`src/pkg/tlic_pkg.sv`:
```
package tlic_pkg;

    localparam int          NUM_SLOTS     = 19;
    localparam int          SLOT_W        = 5;
    // Slots that own a real source; reserved slots are never requested.
    localparam logic [18:0] SRC_MAP       = 19'h5c9ff;
    // Sources whose pending flag is cleared when the call is made.
    localparam logic [18:0] HW_CLEAR_MAP  = 19'h0000f;

    localparam logic [15:0] RESET_VECTOR  = 16'h0000;
    localparam logic [15:0] VEC_BASE      = 16'h0003;
    localparam int          VEC_SHIFT     = 3;

    localparam int          DETECT_CYCLES = 1;
    localparam int          CALL_CYCLES   = 5;

    localparam logic [7:0]  OFS_CTRL      = 8'h00;
    localparam logic [7:0]  OFS_ENABLE    = 8'h04;
    localparam logic [7:0]  OFS_PRIO      = 8'h08;
    localparam logic [7:0]  OFS_PEND      = 8'h0c;
    localparam logic [7:0]  OFS_STATE     = 8'h10;
    localparam logic [7:0]  OFS_EVT       = 8'h14;
    localparam logic [7:0]  OFS_EVMASK    = 8'h18;
    localparam logic [7:0]  OFS_LAT       = 8'h1c;

    localparam int          CTRL_GEN_BIT  = 0;
    localparam int          EVT_CALL_BIT  = 0;
    localparam int          EVT_RET_BIT   = 1;
    localparam int          EVT_NEST_BIT  = 2;
    localparam int          EVT_W         = 3;

    localparam logic        GEN_RST       = 1'b0;
    localparam logic [18:0] ENABLE_RST    = 19'h00000;
    localparam logic [18:0] PRIO_RST      = 19'h00000;
    localparam logic [18:0] PEND_RST      = 19'h00000;
    localparam logic [2:0]  EVT_RST       = 3'h0;
    localparam logic [2:0]  EVMASK_RST    = 3'h0;

    typedef enum logic [2:0] {
        ST_IDLE = 3'b001,
        ST_CALL = 3'b010,
        ST_RETH = 3'b100
    } tlic_state_t;

endpackage

```
`src/hw/tlic_arbiter.sv`:
```
module tlic_arbiter (
    input  wire logic                         clk_sys,
    input  wire logic                         rst_n,
    input  wire logic [tlic_pkg::NUM_SLOTS-1:0] pend,
    input  wire logic [tlic_pkg::NUM_SLOTS-1:0] enable,
    input  wire logic [tlic_pkg::NUM_SLOTS-1:0] prio,
    input  wire logic                         global_irq_enable,
    input  wire logic                         act_lo,
    input  wire logic                         act_hi,
    output logic                              win_valid_r,
    output logic [tlic_pkg::SLOT_W-1:0]       win_slot_r,
    output logic                              win_high_r
);

    // Lowest set index wins among equal levels.
    function automatic logic [tlic_pkg::SLOT_W-1:0] first_set(
        input logic [tlic_pkg::NUM_SLOTS-1:0] v);
        logic [tlic_pkg::SLOT_W-1:0] idx;
        idx = '0;
        for (int i = tlic_pkg::NUM_SLOTS - 1; i >= 0; i--) begin
            if (v[i]) begin
                idx = tlic_pkg::SLOT_W'(i);
            end
        end
        return idx;
    endfunction

    logic [tlic_pkg::NUM_SLOTS-1:0] req;
    logic [tlic_pkg::NUM_SLOTS-1:0] req_hi;
    logic [tlic_pkg::NUM_SLOTS-1:0] req_lo;
    logic                           allow_hi;
    logic                           allow_lo;
    logic                           any_hi;
    logic                           any_lo;

    assign req      = pend & enable & tlic_pkg::SRC_MAP
                      & {tlic_pkg::NUM_SLOTS{global_irq_enable}};
    assign req_hi   = req & prio;
    assign req_lo   = req & ~prio;
    assign allow_hi = !act_hi;
    assign allow_lo = !act_hi && !act_lo;
    assign any_hi   = allow_hi && (|req_hi);
    assign any_lo   = allow_lo && (|req_lo);

    // Requests are sampled and decoded on every clock: this is the detect cycle.
    always_ff @(posedge clk_sys or negedge rst_n) begin
        if (!rst_n) begin
            win_valid_r <= 1'b0;
            win_slot_r  <= '0;
            win_high_r  <= 1'b0;
        end else begin
            win_valid_r <= any_hi || any_lo;
            win_slot_r  <= any_hi ? first_set(req_hi) : first_set(req_lo);
            win_high_r  <= any_hi;
        end
    end

endmodule

```
`src/hw/tlic_ctrl.sv`:
```
// Implementation choices: the register offsets and the address-and-strobe port.
module tlic_ctrl (
    input  wire logic                           clk_sys,
    input  wire logic                           rst_n,
    input  wire logic [tlic_pkg::NUM_SLOTS-1:0] src_event,
    input  wire logic                           instr_done,
    input  wire logic                           return_from_service,
    input  wire logic                           core_stall,
    input  wire logic [7:0]                     reg_addr,
    input  wire logic [31:0]                    reg_wdata,
    input  wire logic                           reg_wr,
    input  wire logic                           reg_rd,
    output logic [31:0]                         reg_rdata,
    output logic                                call_busy,
    output logic                                long_call_instr,
    output logic [15:0]                         call_vector,
    output logic                                call_level,
    output logic                                irq_out
);

    ////////////////////////////////////////////////////////////////////////
    // Declarations.

    localparam int N = tlic_pkg::NUM_SLOTS;

    logic                    global_irq_enable_r;
    logic [N-1:0]            enable_r;
    logic [N-1:0]            prio_r;
    logic [N-1:0]            pend_r;
    logic [N-1:0]            pend_nxt;
    logic [2:0]              evt_r;
    logic [2:0]              evt_nxt;
    logic [2:0]              evmask_r;
    tlic_pkg::tlic_state_t   state_r;
    tlic_pkg::tlic_state_t   state_nxt;
    logic [2:0]              cnt_r;
    logic [2:0]              cnt_nxt;
    logic                    act_lo_r;
    logic                    act_hi_r;
    logic                    act_lo_nxt;
    logic                    act_hi_nxt;
    logic [15:0]             vec_r;
    logic                    lvl_r;
    logic                    long_call_instr_r;
    logic [4:0]              cur_slot_r;
    logic [7:0]              wait_r;
    logic [7:0]              lat_r;
    logic [31:0]             rdata_r;

    logic                    win_valid;
    logic [4:0]              win_slot;
    logic                    win_high;

    ////////////////////////////////////////////////////////////////////////
    // Register decode.

    logic         sel_ctrl;
    logic         sel_enable;
    logic         sel_prio;
    logic         sel_pend;
    logic         sel_state;
    logic         sel_evt;
    logic         sel_evmask;
    logic         sel_lat;
    logic         wr_ctrl;
    logic         wr_enable;
    logic         wr_prio;
    logic         wr_pend;
    logic         wr_evt;
    logic         wr_evmask;
    logic [N-1:0] wdata_slots;

    assign sel_ctrl    = reg_addr == tlic_pkg::OFS_CTRL;
    assign sel_enable  = reg_addr == tlic_pkg::OFS_ENABLE;
    assign sel_prio    = reg_addr == tlic_pkg::OFS_PRIO;
    assign sel_pend    = reg_addr == tlic_pkg::OFS_PEND;
    assign sel_state   = reg_addr == tlic_pkg::OFS_STATE;
    assign sel_evt     = reg_addr == tlic_pkg::OFS_EVT;
    assign sel_evmask  = reg_addr == tlic_pkg::OFS_EVMASK;
    assign sel_lat     = reg_addr == tlic_pkg::OFS_LAT;
    assign wr_ctrl     = reg_wr && sel_ctrl;
    assign wr_enable   = reg_wr && sel_enable;
    assign wr_prio     = reg_wr && sel_prio;
    assign wr_pend     = reg_wr && sel_pend;
    assign wr_evt      = reg_wr && sel_evt;
    assign wr_evmask   = reg_wr && sel_evmask;
    assign wdata_slots = reg_wdata[N-1:0] & tlic_pkg::SRC_MAP;

    ////////////////////////////////////////////////////////////////////////
    // Arbitration.

    tlic_arbiter u_arb (
        .clk_sys           (clk_sys),
        .rst_n             (rst_n),
        .pend              (pend_r),
        .enable            (enable_r),
        .prio              (prio_r),
        .global_irq_enable (global_irq_enable_r),
        .act_lo            (act_lo_nxt),
        .act_hi            (act_hi_nxt),
        .win_valid_r       (win_valid),
        .win_slot_r        (win_slot),
        .win_high_r        (win_high)
    );

    ////////////////////////////////////////////////////////////////////////
    // Call sequencing.

    logic         boundary;
    logic         take;
    logic         call_end;
    logic         ret_now;
    logic [N-1:0] hw_clr;
    logic [15:0]  win_vector;

    // An instruction boundary only counts while the core is not stalled.
    assign boundary   = instr_done && !core_stall;
    assign ret_now    = return_from_service && !core_stall;
    assign take       = win_valid && boundary && !ret_now
                        && (state_r != tlic_pkg::ST_CALL);
    assign call_end   = (state_r == tlic_pkg::ST_CALL)
                        && (cnt_r == 3'(tlic_pkg::CALL_CYCLES - 1)) && !core_stall;
    assign win_vector = tlic_pkg::VEC_BASE
                        + (16'(win_slot) << tlic_pkg::VEC_SHIFT);
    assign hw_clr     = take ? (tlic_pkg::HW_CLEAR_MAP & (19'h00001 << win_slot))
                             : '0;

    always_comb begin
        state_nxt = state_r;
        cnt_nxt   = cnt_r;
        case (state_r)
            tlic_pkg::ST_IDLE: begin
                if (take) begin
                    state_nxt = tlic_pkg::ST_CALL;
                    cnt_nxt   = '0;
                end else if (ret_now) begin
                    state_nxt = tlic_pkg::ST_RETH;
                end
            end
            tlic_pkg::ST_CALL: begin
                if (call_end) begin
                    state_nxt = tlic_pkg::ST_IDLE;
                end else if (!core_stall) begin
                    cnt_nxt = cnt_r + 3'h1;
                end
            end
            tlic_pkg::ST_RETH: begin
                // The instruction after a return always completes first.
                if (take) begin
                    state_nxt = tlic_pkg::ST_CALL;
                    cnt_nxt   = '0;
                end else if (boundary) begin
                    state_nxt = tlic_pkg::ST_IDLE;
                end
            end
            default: begin
                state_nxt = tlic_pkg::ST_IDLE;
                cnt_nxt   = '0;
            end
        endcase
    end

    // Active levels: set on the call, the higher released first on return.
    always_comb begin
        act_lo_nxt = act_lo_r;
        act_hi_nxt = act_hi_r;
        if (ret_now) begin
            if (act_hi_r) begin
                act_hi_nxt = 1'b0;
            end else begin
                act_lo_nxt = 1'b0;
            end
        end
        if (take) begin
            if (win_high) begin
                act_hi_nxt = 1'b1;
            end else begin
                act_lo_nxt = 1'b1;
            end
        end
    end

    always_ff @(posedge clk_sys or negedge rst_n) begin
        if (!rst_n) begin
            state_r  <= tlic_pkg::ST_IDLE;
            cnt_r    <= '0;
            act_lo_r <= 1'b0;
            act_hi_r <= 1'b0;
        end else begin
            state_r  <= state_nxt;
            cnt_r    <= cnt_nxt;
            act_lo_r <= act_lo_nxt;
            act_hi_r <= act_hi_nxt;
        end
    end

    always_ff @(posedge clk_sys or negedge rst_n) begin
        if (!rst_n) begin
            vec_r      <= tlic_pkg::RESET_VECTOR;
            lvl_r      <= 1'b1;
            cur_slot_r <= '0;
        end else if (take) begin
            vec_r      <= win_vector;
            lvl_r      <= win_high;
            cur_slot_r <= win_slot;
        end
    end

    always_ff @(posedge clk_sys or negedge rst_n) begin
        if (!rst_n) begin
            long_call_instr_r <= 1'b0;
        end else begin
            long_call_instr_r <= call_end;
        end
    end

    // Cycles from detection to the start of the call, stalls included.
    always_ff @(posedge clk_sys or negedge rst_n) begin
        if (!rst_n) begin
            wait_r <= '0;
            lat_r  <= '0;
        end else if (take) begin
            wait_r <= '0;
            lat_r  <= wait_r + 8'h01;
        end else if (win_valid && wait_r != 8'hff) begin
            wait_r <= wait_r + 8'h01;
        end else if (!win_valid) begin
            wait_r <= '0;
        end
    end

    ////////////////////////////////////////////////////////////////////////
    // Pending flags and configuration.

    // Hardware events win over a software clear in the same cycle.
    assign pend_nxt = (((wr_pend ? wdata_slots : pend_r) & ~hw_clr)
                       | src_event) & tlic_pkg::SRC_MAP;

    always_ff @(posedge clk_sys or negedge rst_n) begin
        if (!rst_n) begin
            pend_r <= tlic_pkg::PEND_RST;
        end else begin
            pend_r <= pend_nxt;
        end
    end

    always_ff @(posedge clk_sys or negedge rst_n) begin
        if (!rst_n) begin
            global_irq_enable_r <= tlic_pkg::GEN_RST;
            enable_r            <= tlic_pkg::ENABLE_RST;
            prio_r              <= tlic_pkg::PRIO_RST;
        end else begin
            if (wr_ctrl) begin
                global_irq_enable_r <= reg_wdata[tlic_pkg::CTRL_GEN_BIT];
            end
            if (wr_enable) begin
                enable_r <= wdata_slots;
            end
            if (wr_prio) begin
                prio_r <= wdata_slots;
            end
        end
    end

    ////////////////////////////////////////////////////////////////////////
    // Event status, mask and interrupt output.

    logic [2:0] evt_set;

    assign evt_set[tlic_pkg::EVT_CALL_BIT] = call_end;
    assign evt_set[tlic_pkg::EVT_RET_BIT]  = ret_now;
    assign evt_set[tlic_pkg::EVT_NEST_BIT] = take && act_lo_r;
    assign evt_nxt = (evt_r & ~(wr_evt ? reg_wdata[2:0] : 3'h0)) | evt_set;

    always_ff @(posedge clk_sys or negedge rst_n) begin
        if (!rst_n) begin
            evt_r    <= tlic_pkg::EVT_RST;
            evmask_r <= tlic_pkg::EVMASK_RST;
        end else begin
            evt_r <= evt_nxt;
            if (wr_evmask) begin
                evmask_r <= reg_wdata[2:0];
            end
        end
    end

    ////////////////////////////////////////////////////////////////////////
    // Read path.

    logic [31:0] state_word;
    logic [31:0] rd_mux;

    assign state_word = {18'h00000, cur_slot_r, win_slot,
                         win_valid, state_r == tlic_pkg::ST_CALL,
                         act_hi_r, act_lo_r};

    assign rd_mux = sel_ctrl   ? {31'h0, global_irq_enable_r} :
                    sel_enable ? {13'h0, enable_r} :
                    sel_prio   ? {13'h0, prio_r} :
                    sel_pend   ? {13'h0, pend_r} :
                    sel_state  ? state_word :
                    sel_evt    ? {29'h0, evt_r} :
                    sel_evmask ? {29'h0, evmask_r} :
                    sel_lat    ? {24'h0, lat_r} :
                                 32'h0;

    always_ff @(posedge clk_sys or negedge rst_n) begin
        if (!rst_n) begin
            rdata_r <= '0;
        end else begin
            rdata_r <= reg_rd ? rd_mux : 32'h0;
        end
    end

    ////////////////////////////////////////////////////////////////////////
    // Outputs.

    assign reg_rdata       = rdata_r;
    assign call_busy       = state_r == tlic_pkg::ST_CALL;
    assign long_call_instr = long_call_instr_r;
    assign call_vector     = vec_r;
    assign call_level      = lvl_r;
    assign irq_out         = |(evt_r & evmask_r);

endmodule

```
`config.mk`:
```
export PLATFORM = sky130hd
export DESIGN_NAME = tlic_ctrl
export DESIGN_NICKNAME = d
export VERILOG_FILES = /design/src/pkg/tlic_pkg.sv /design/src/hw/tlic_arbiter.sv /design/src/hw/tlic_ctrl.sv
export SDC_FILE = /design/constraint.sdc
export NUM_CORES = 1
export LEC_CHECK = 0
export ABC_AREA = 1
export BUFFER_PORTS_ARGS = -buffer_cell sky130_fd_sc_hd__clkbuf_2
export CAP_MARGIN = 20
export CORE_ASPECT_RATIO = 0.6
export CORE_MARGIN = 2
export CORE_UTILIZATION = 48
export DETAILED_ROUTE_END_ITERATION = 7
export GPL_TIMING_DRIVEN = 1
export PLACE_DENSITY = 0.73
export SLEW_MARGIN = 20
export SYNTH_ARGS = -nofsm -noshare
export SYNTH_HDL_FRONTEND = slang
export SYNTH_HIERARCHICAL = 1
export SYNTH_SLANG_ARGS = --single-unit
```
`constraint.sdc`:
```
create_clock -name clk_sys -period 1.6 [get_ports clk_sys]
set_clock_uncertainty 0.15 [all_clocks]
set_input_delay 0.08 -clock clk_sys [delete_from_list [all_inputs] [get_ports clk_sys]]
set_output_delay 0.08 -clock clk_sys [all_outputs]
set_load 0.05 [all_outputs]
```
==> summary by stage <==
Outcome
The flow ran to the end, but the final reports show violations. The final reports fail on negative setup slack.

Pwr
The analysis attributes to cell leakage a power of 3.902 nW. The power share of the clock group is 37.2%. The sequential share of power is 46.2%. Power spread over the standard cell area amounts to 807.6 nW/um^2. The analysis attributes to net switching a power of 0.001811 W.

The worst supply voltage drop on vdd is 0.5572 mV. The fraction of power consumed by combinational cells is 16.6%. The net switching fraction of the power is 29.00%. The total power after layout is 0.006246 W.

Cell internal power was estimated by the tool at 0.004435 W.

Timing
Setup violations remaining at the end of the flow were counted as 13. The worst slew margin relative to its limit is 60.14%. Adding up every negative setup slack in the final design gives -1516 ps. The final hold violation count is 0.

The slew of the pin with the lowest slew margin is 598.0 ps. The minimum period implied by the final worst setup slack is 1848 ps. The ratio of final minimum period to clock period is 115.5%.

The final critical-path setup slack is -247.6 ps. The highest clock rate is 0.5412 GHz. The final count of pins violating max slew is 0.

Across all hold checks on the routed design, the worst slack comes to 57.76 ps. Setup repair after global routing could not meet its margin everywhere.

Cells and area
Counting the fill cells in the layout gives 903. The post-route netlist has 34.39% of its cells at a drive strength greater than 1. The utilization after layout is 67.77%. The repair_antennas step left the layout with diodes totalling 0.

The signed area change from the synthesized netlist to the final layout is 36.57%. The area of all sequential standard cells is 2656 um^2. Summing all multi-input logic gate instances after layout gives 2735 um^2. The net total in the final layout is 945.

Floorplanning
The floorplan step defined a die boundary enclosing 12710 um^2. Measured along the y axis, the die boundary spans 88.14 um. The count of pins on the block boundary is 118. The floorplan die width is 144.2 um.

The number of core rows is 30. The core region is 11410 um^2. The initial utilization of the core area, before any placement, comes to 49.63%.

Global routing
Global routing used 27.06% of the available tracks. The largest net degree at the start of global routing is 107. The first-pass GRT wire length is 26040 um. The number of global-route vias before repair is 5121. The total grt overflow is 0. The initial antenna violation count came to 0.

Logic synthesis
The average instance in the mapped netlist occupies 8.219 um^2. The number of library cell types mapped by synthesis is 46. The number of flip-flops and latches in the synthesized netlist is 106. By area the synthesized netlist is led by sky130_fd_sc_hd__dfrtp_1 46%, sky130_fd_sc_hd__nand2_1 8.9%, sky130_fd_sc_hd__inv_1 6.2%.

The most used flip-flop cell after synthesis is sky130_fd_sc_hd__dfrtp_1. After synthesis the cells add up to 5663 um^2. The most instantiated library cell after synthesis is sky130_fd_sc_hd__nand2_1.

The biggest area consumer among synthesized cells is sky130_fd_sc_hd__dfrtp_1. Ranked by instance count, the synthesized netlist is headed by 135 x sky130_fd_sc_hd__nand2_1, 104 x sky130_fd_sc_hd__dfrtp_1, 93 x sky130_fd_sc_hd__inv_1. The sequential area share after synthesis is 46.88%. The warning count from the yosys run is 6. The number of enable-type register cells in the synthesized netlist is 0.

The share of flip-flops with an asynchronous set or reset is 100.0%. Synthesis handed over a netlist of 689 instances. After synthesis, the largest area contributor takes up 45.96% of total cell area.

Critical path
The worst setup path category is reg -> reg. The critical path launch point type is a register. The worst reg2reg path depth is 11. In this run the register-to-register setup slack is -250 ps. The endpoint type of the worst setup path is a register. At the worst endpoint, the required time is 1670 ps. The data arrival time of the critical path is 1910 ps. Of all nets on the critical path, the largest fanout is 8.

Routing
The final antenna-violating net count is 0. The first-pass iteration count of the detailed router is 7. The number of vias per cell after detailed routing is 5.233. The detailed router placed 5448 vias in this run. The per-cell routed wire length is 16.49 um. The overall routed net length is 17170 um. The DRC violations left is 0. The first-iteration detailed-routing DRC count is 653.

Hold path
Along the worst hold path, the cell count comes to 4. The tightest min-delay check is of the in -> reg type.

Clocking
The clock transition at the registers of the reported paths is 70 ps. TritonCTS built the clock tree. The worst-case clock buffer depth is 2. The tree built by TritonCTS fans out to 106 sinks. Clock tree synthesis selected as its root buffer the cell sky130_fd_sc_hd__clkbuf_16. At the later pin of the worst-skew pair, clock insertion delay measures 350 ps.

The number of CTS-inserted buffers is 9. In this run the number of H-tree levels came out at 3.

Placement
The post-detailed-placement half-perimeter wirelength is 11490 um. The number of buffers added on ports is 71. At the placement stage, the worst setup path has a slack of -306.8 ps. Routability-driven placement finished with a final weighted congestion of 0.9116.

Run
The count of max-cap constraint violations is 0.
==> cell families (layout without fill, tap and decap cells) <==
group           after synthesis  count (layout)  synth area share (%)
other cells                   1              23               0.06622
xor+xnor                      7               7                 1.083
buf+inv                     139             309                 12.17
compound gates              138             138                 14.16
flops                       106             106                 46.88
fa+ha+maj                     3               3                0.6629
simple gates                295             295                 24.97
==> state kept, by name (all words and copies together), names as in the netlist, 3 cells and up <==
name,count
cnt_r,3
cur_slot_r,5
prio_r,14
state_r,3
u_arb/win_slot_r,5
pend_r,14
reg_rdata,18
evmask_r,3
lat_r,8
enable_r,14
evt_r,3
wait_r,8
==> power groups by stage <==
stage          registers (W)  logic, W  clock network, W
2_1_floorplan        0.00293  0.000535                 0
3_3_place_gp         0.00292  0.000758                 0
3_5_place_dp         0.00293  0.000792                 0
4_1_cts              0.00288  0.000903           0.00235
5_1_grt              0.00290   0.00112           0.00246
6_report             0.00289   0.00104           0.00232
==> worst paths after layout <==
check,start,endpoint
hold / removal,reg_wr,evt_r[0]
hold reg to reg,call_level,call_level
setup reg to reg,global_irq_enable_r,u_arb/win_slot_r[4]
max in group asynchronous,rst_n,global_irq_enable_r
setup / recovery,global_irq_enable_r,u_arb/win_slot_r[4]
min in group asynchronous,rst_n,call_vector[1]
==> layer usage <==
layer / wire length, um / track usage [%]
met5: 0 / 0
met1: 7924 / 39.68
met2: 7570 / 41.90
met4: 207 / 5.914
met3: 1463 / 5.631
==> cell type report <==
| type | instances | area share (%) |
|---|---|---|
| flip-flops and latches | 106 | 34.35 |
| multi-input cells | 466 | 35.37 |
| clock buffers | 10 | 3.090 |
| well taps | 160 | 2.589 |
| inverters | 99 | 5.064 |
| repair buffers | 194 | 18.65 |
| clock inverters | 6 | 0.8898 |
==> repair_timing <==
item	CTS	global route
buffers inserted	5	15
hold endpoints to repair	155	0
hold buffers	34	0
gates resized for setup	40	69
cloned	1	0
setup endpoints to repair	20	38
pin swaps	12	14
==> critical path: stages, from the launching register on <==
cell                      delay [ps]
sky130_fd_sc_hd__dfrtp_2         450
sky130_fd_sc_hd__buf_12          170
sky130_fd_sc_hd__nand3_2          80
sky130_fd_sc_hd__nor2_2           50
sky130_fd_sc_hd__nor2_2          140
sky130_fd_sc_hd__nand2_2          90
sky130_fd_sc_hd__nor2_4          120
sky130_fd_sc_hd__nand3_2         100
sky130_fd_sc_hd__nand2_4         140
sky130_fd_sc_hd__inv_8            60
sky130_fd_sc_hd__nand2_4          70
sky130_fd_sc_hd__o22ai_2          80
==> per-stage QoR <==
step / cells / cell area, um^2
2_1_floorplan: 711 / 5759
3_3_place_gp: 972 / 6566
3_5_place_dp: 972 / 6566
4_1_cts: 1028 / 7431
5_1_grt: 1041 / 7734
6_report: 1041 / 7734
==> cells in the final DEF, fill, tap and decap left out, types with 3 or more instances in the layout <==
cell / count
sky130_fd_sc_hd__o221ai_1: 6
sky130_fd_sc_hd__a211o_1: 9
sky130_fd_sc_hd__inv_1: 85
sky130_fd_sc_hd__nand2_4: 7
sky130_fd_sc_hd__o22ai_2: 3
sky130_fd_sc_hd__nand3_1: 29
sky130_fd_sc_hd__inv_2: 9
sky130_fd_sc_hd__o21bai_1: 4
sky130_fd_sc_hd__o21ai_2: 6
sky130_fd_sc_hd__buf_4: 83
sky130_fd_sc_hd__clkbuf_2: 69
sky130_fd_sc_hd__clkbuf_16: 9
sky130_fd_sc_hd__nand2_1: 119
sky130_fd_sc_hd__nand2_2: 18
sky130_fd_sc_hd__nor2_1: 47
sky130_fd_sc_hd__nor2_4: 12
sky130_fd_sc_hd__a21oi_2: 5
sky130_fd_sc_hd__dfrtp_1: 103
sky130_fd_sc_hd__o21ai_0: 46
sky130_fd_sc_hd__buf_6: 3
sky130_fd_sc_hd__nor2_8: 3
sky130_fd_sc_hd__nand4_1: 6
sky130_fd_sc_hd__o211ai_1: 5
sky130_fd_sc_hd__xor2_1: 4
sky130_fd_sc_hd__conb_1: 23
sky130_fd_sc_hd__nor2_2: 27
sky130_fd_sc_hd__buf_12: 4
sky130_fd_sc_hd__dlygate4sd3_1: 33
sky130_fd_sc_hd__nand3_2: 12
sky130_fd_sc_hd__a21oi_1: 21
sky130_fd_sc_hd__o21ai_1: 24
Note: power is estimated with default switching activity, not from simulation.
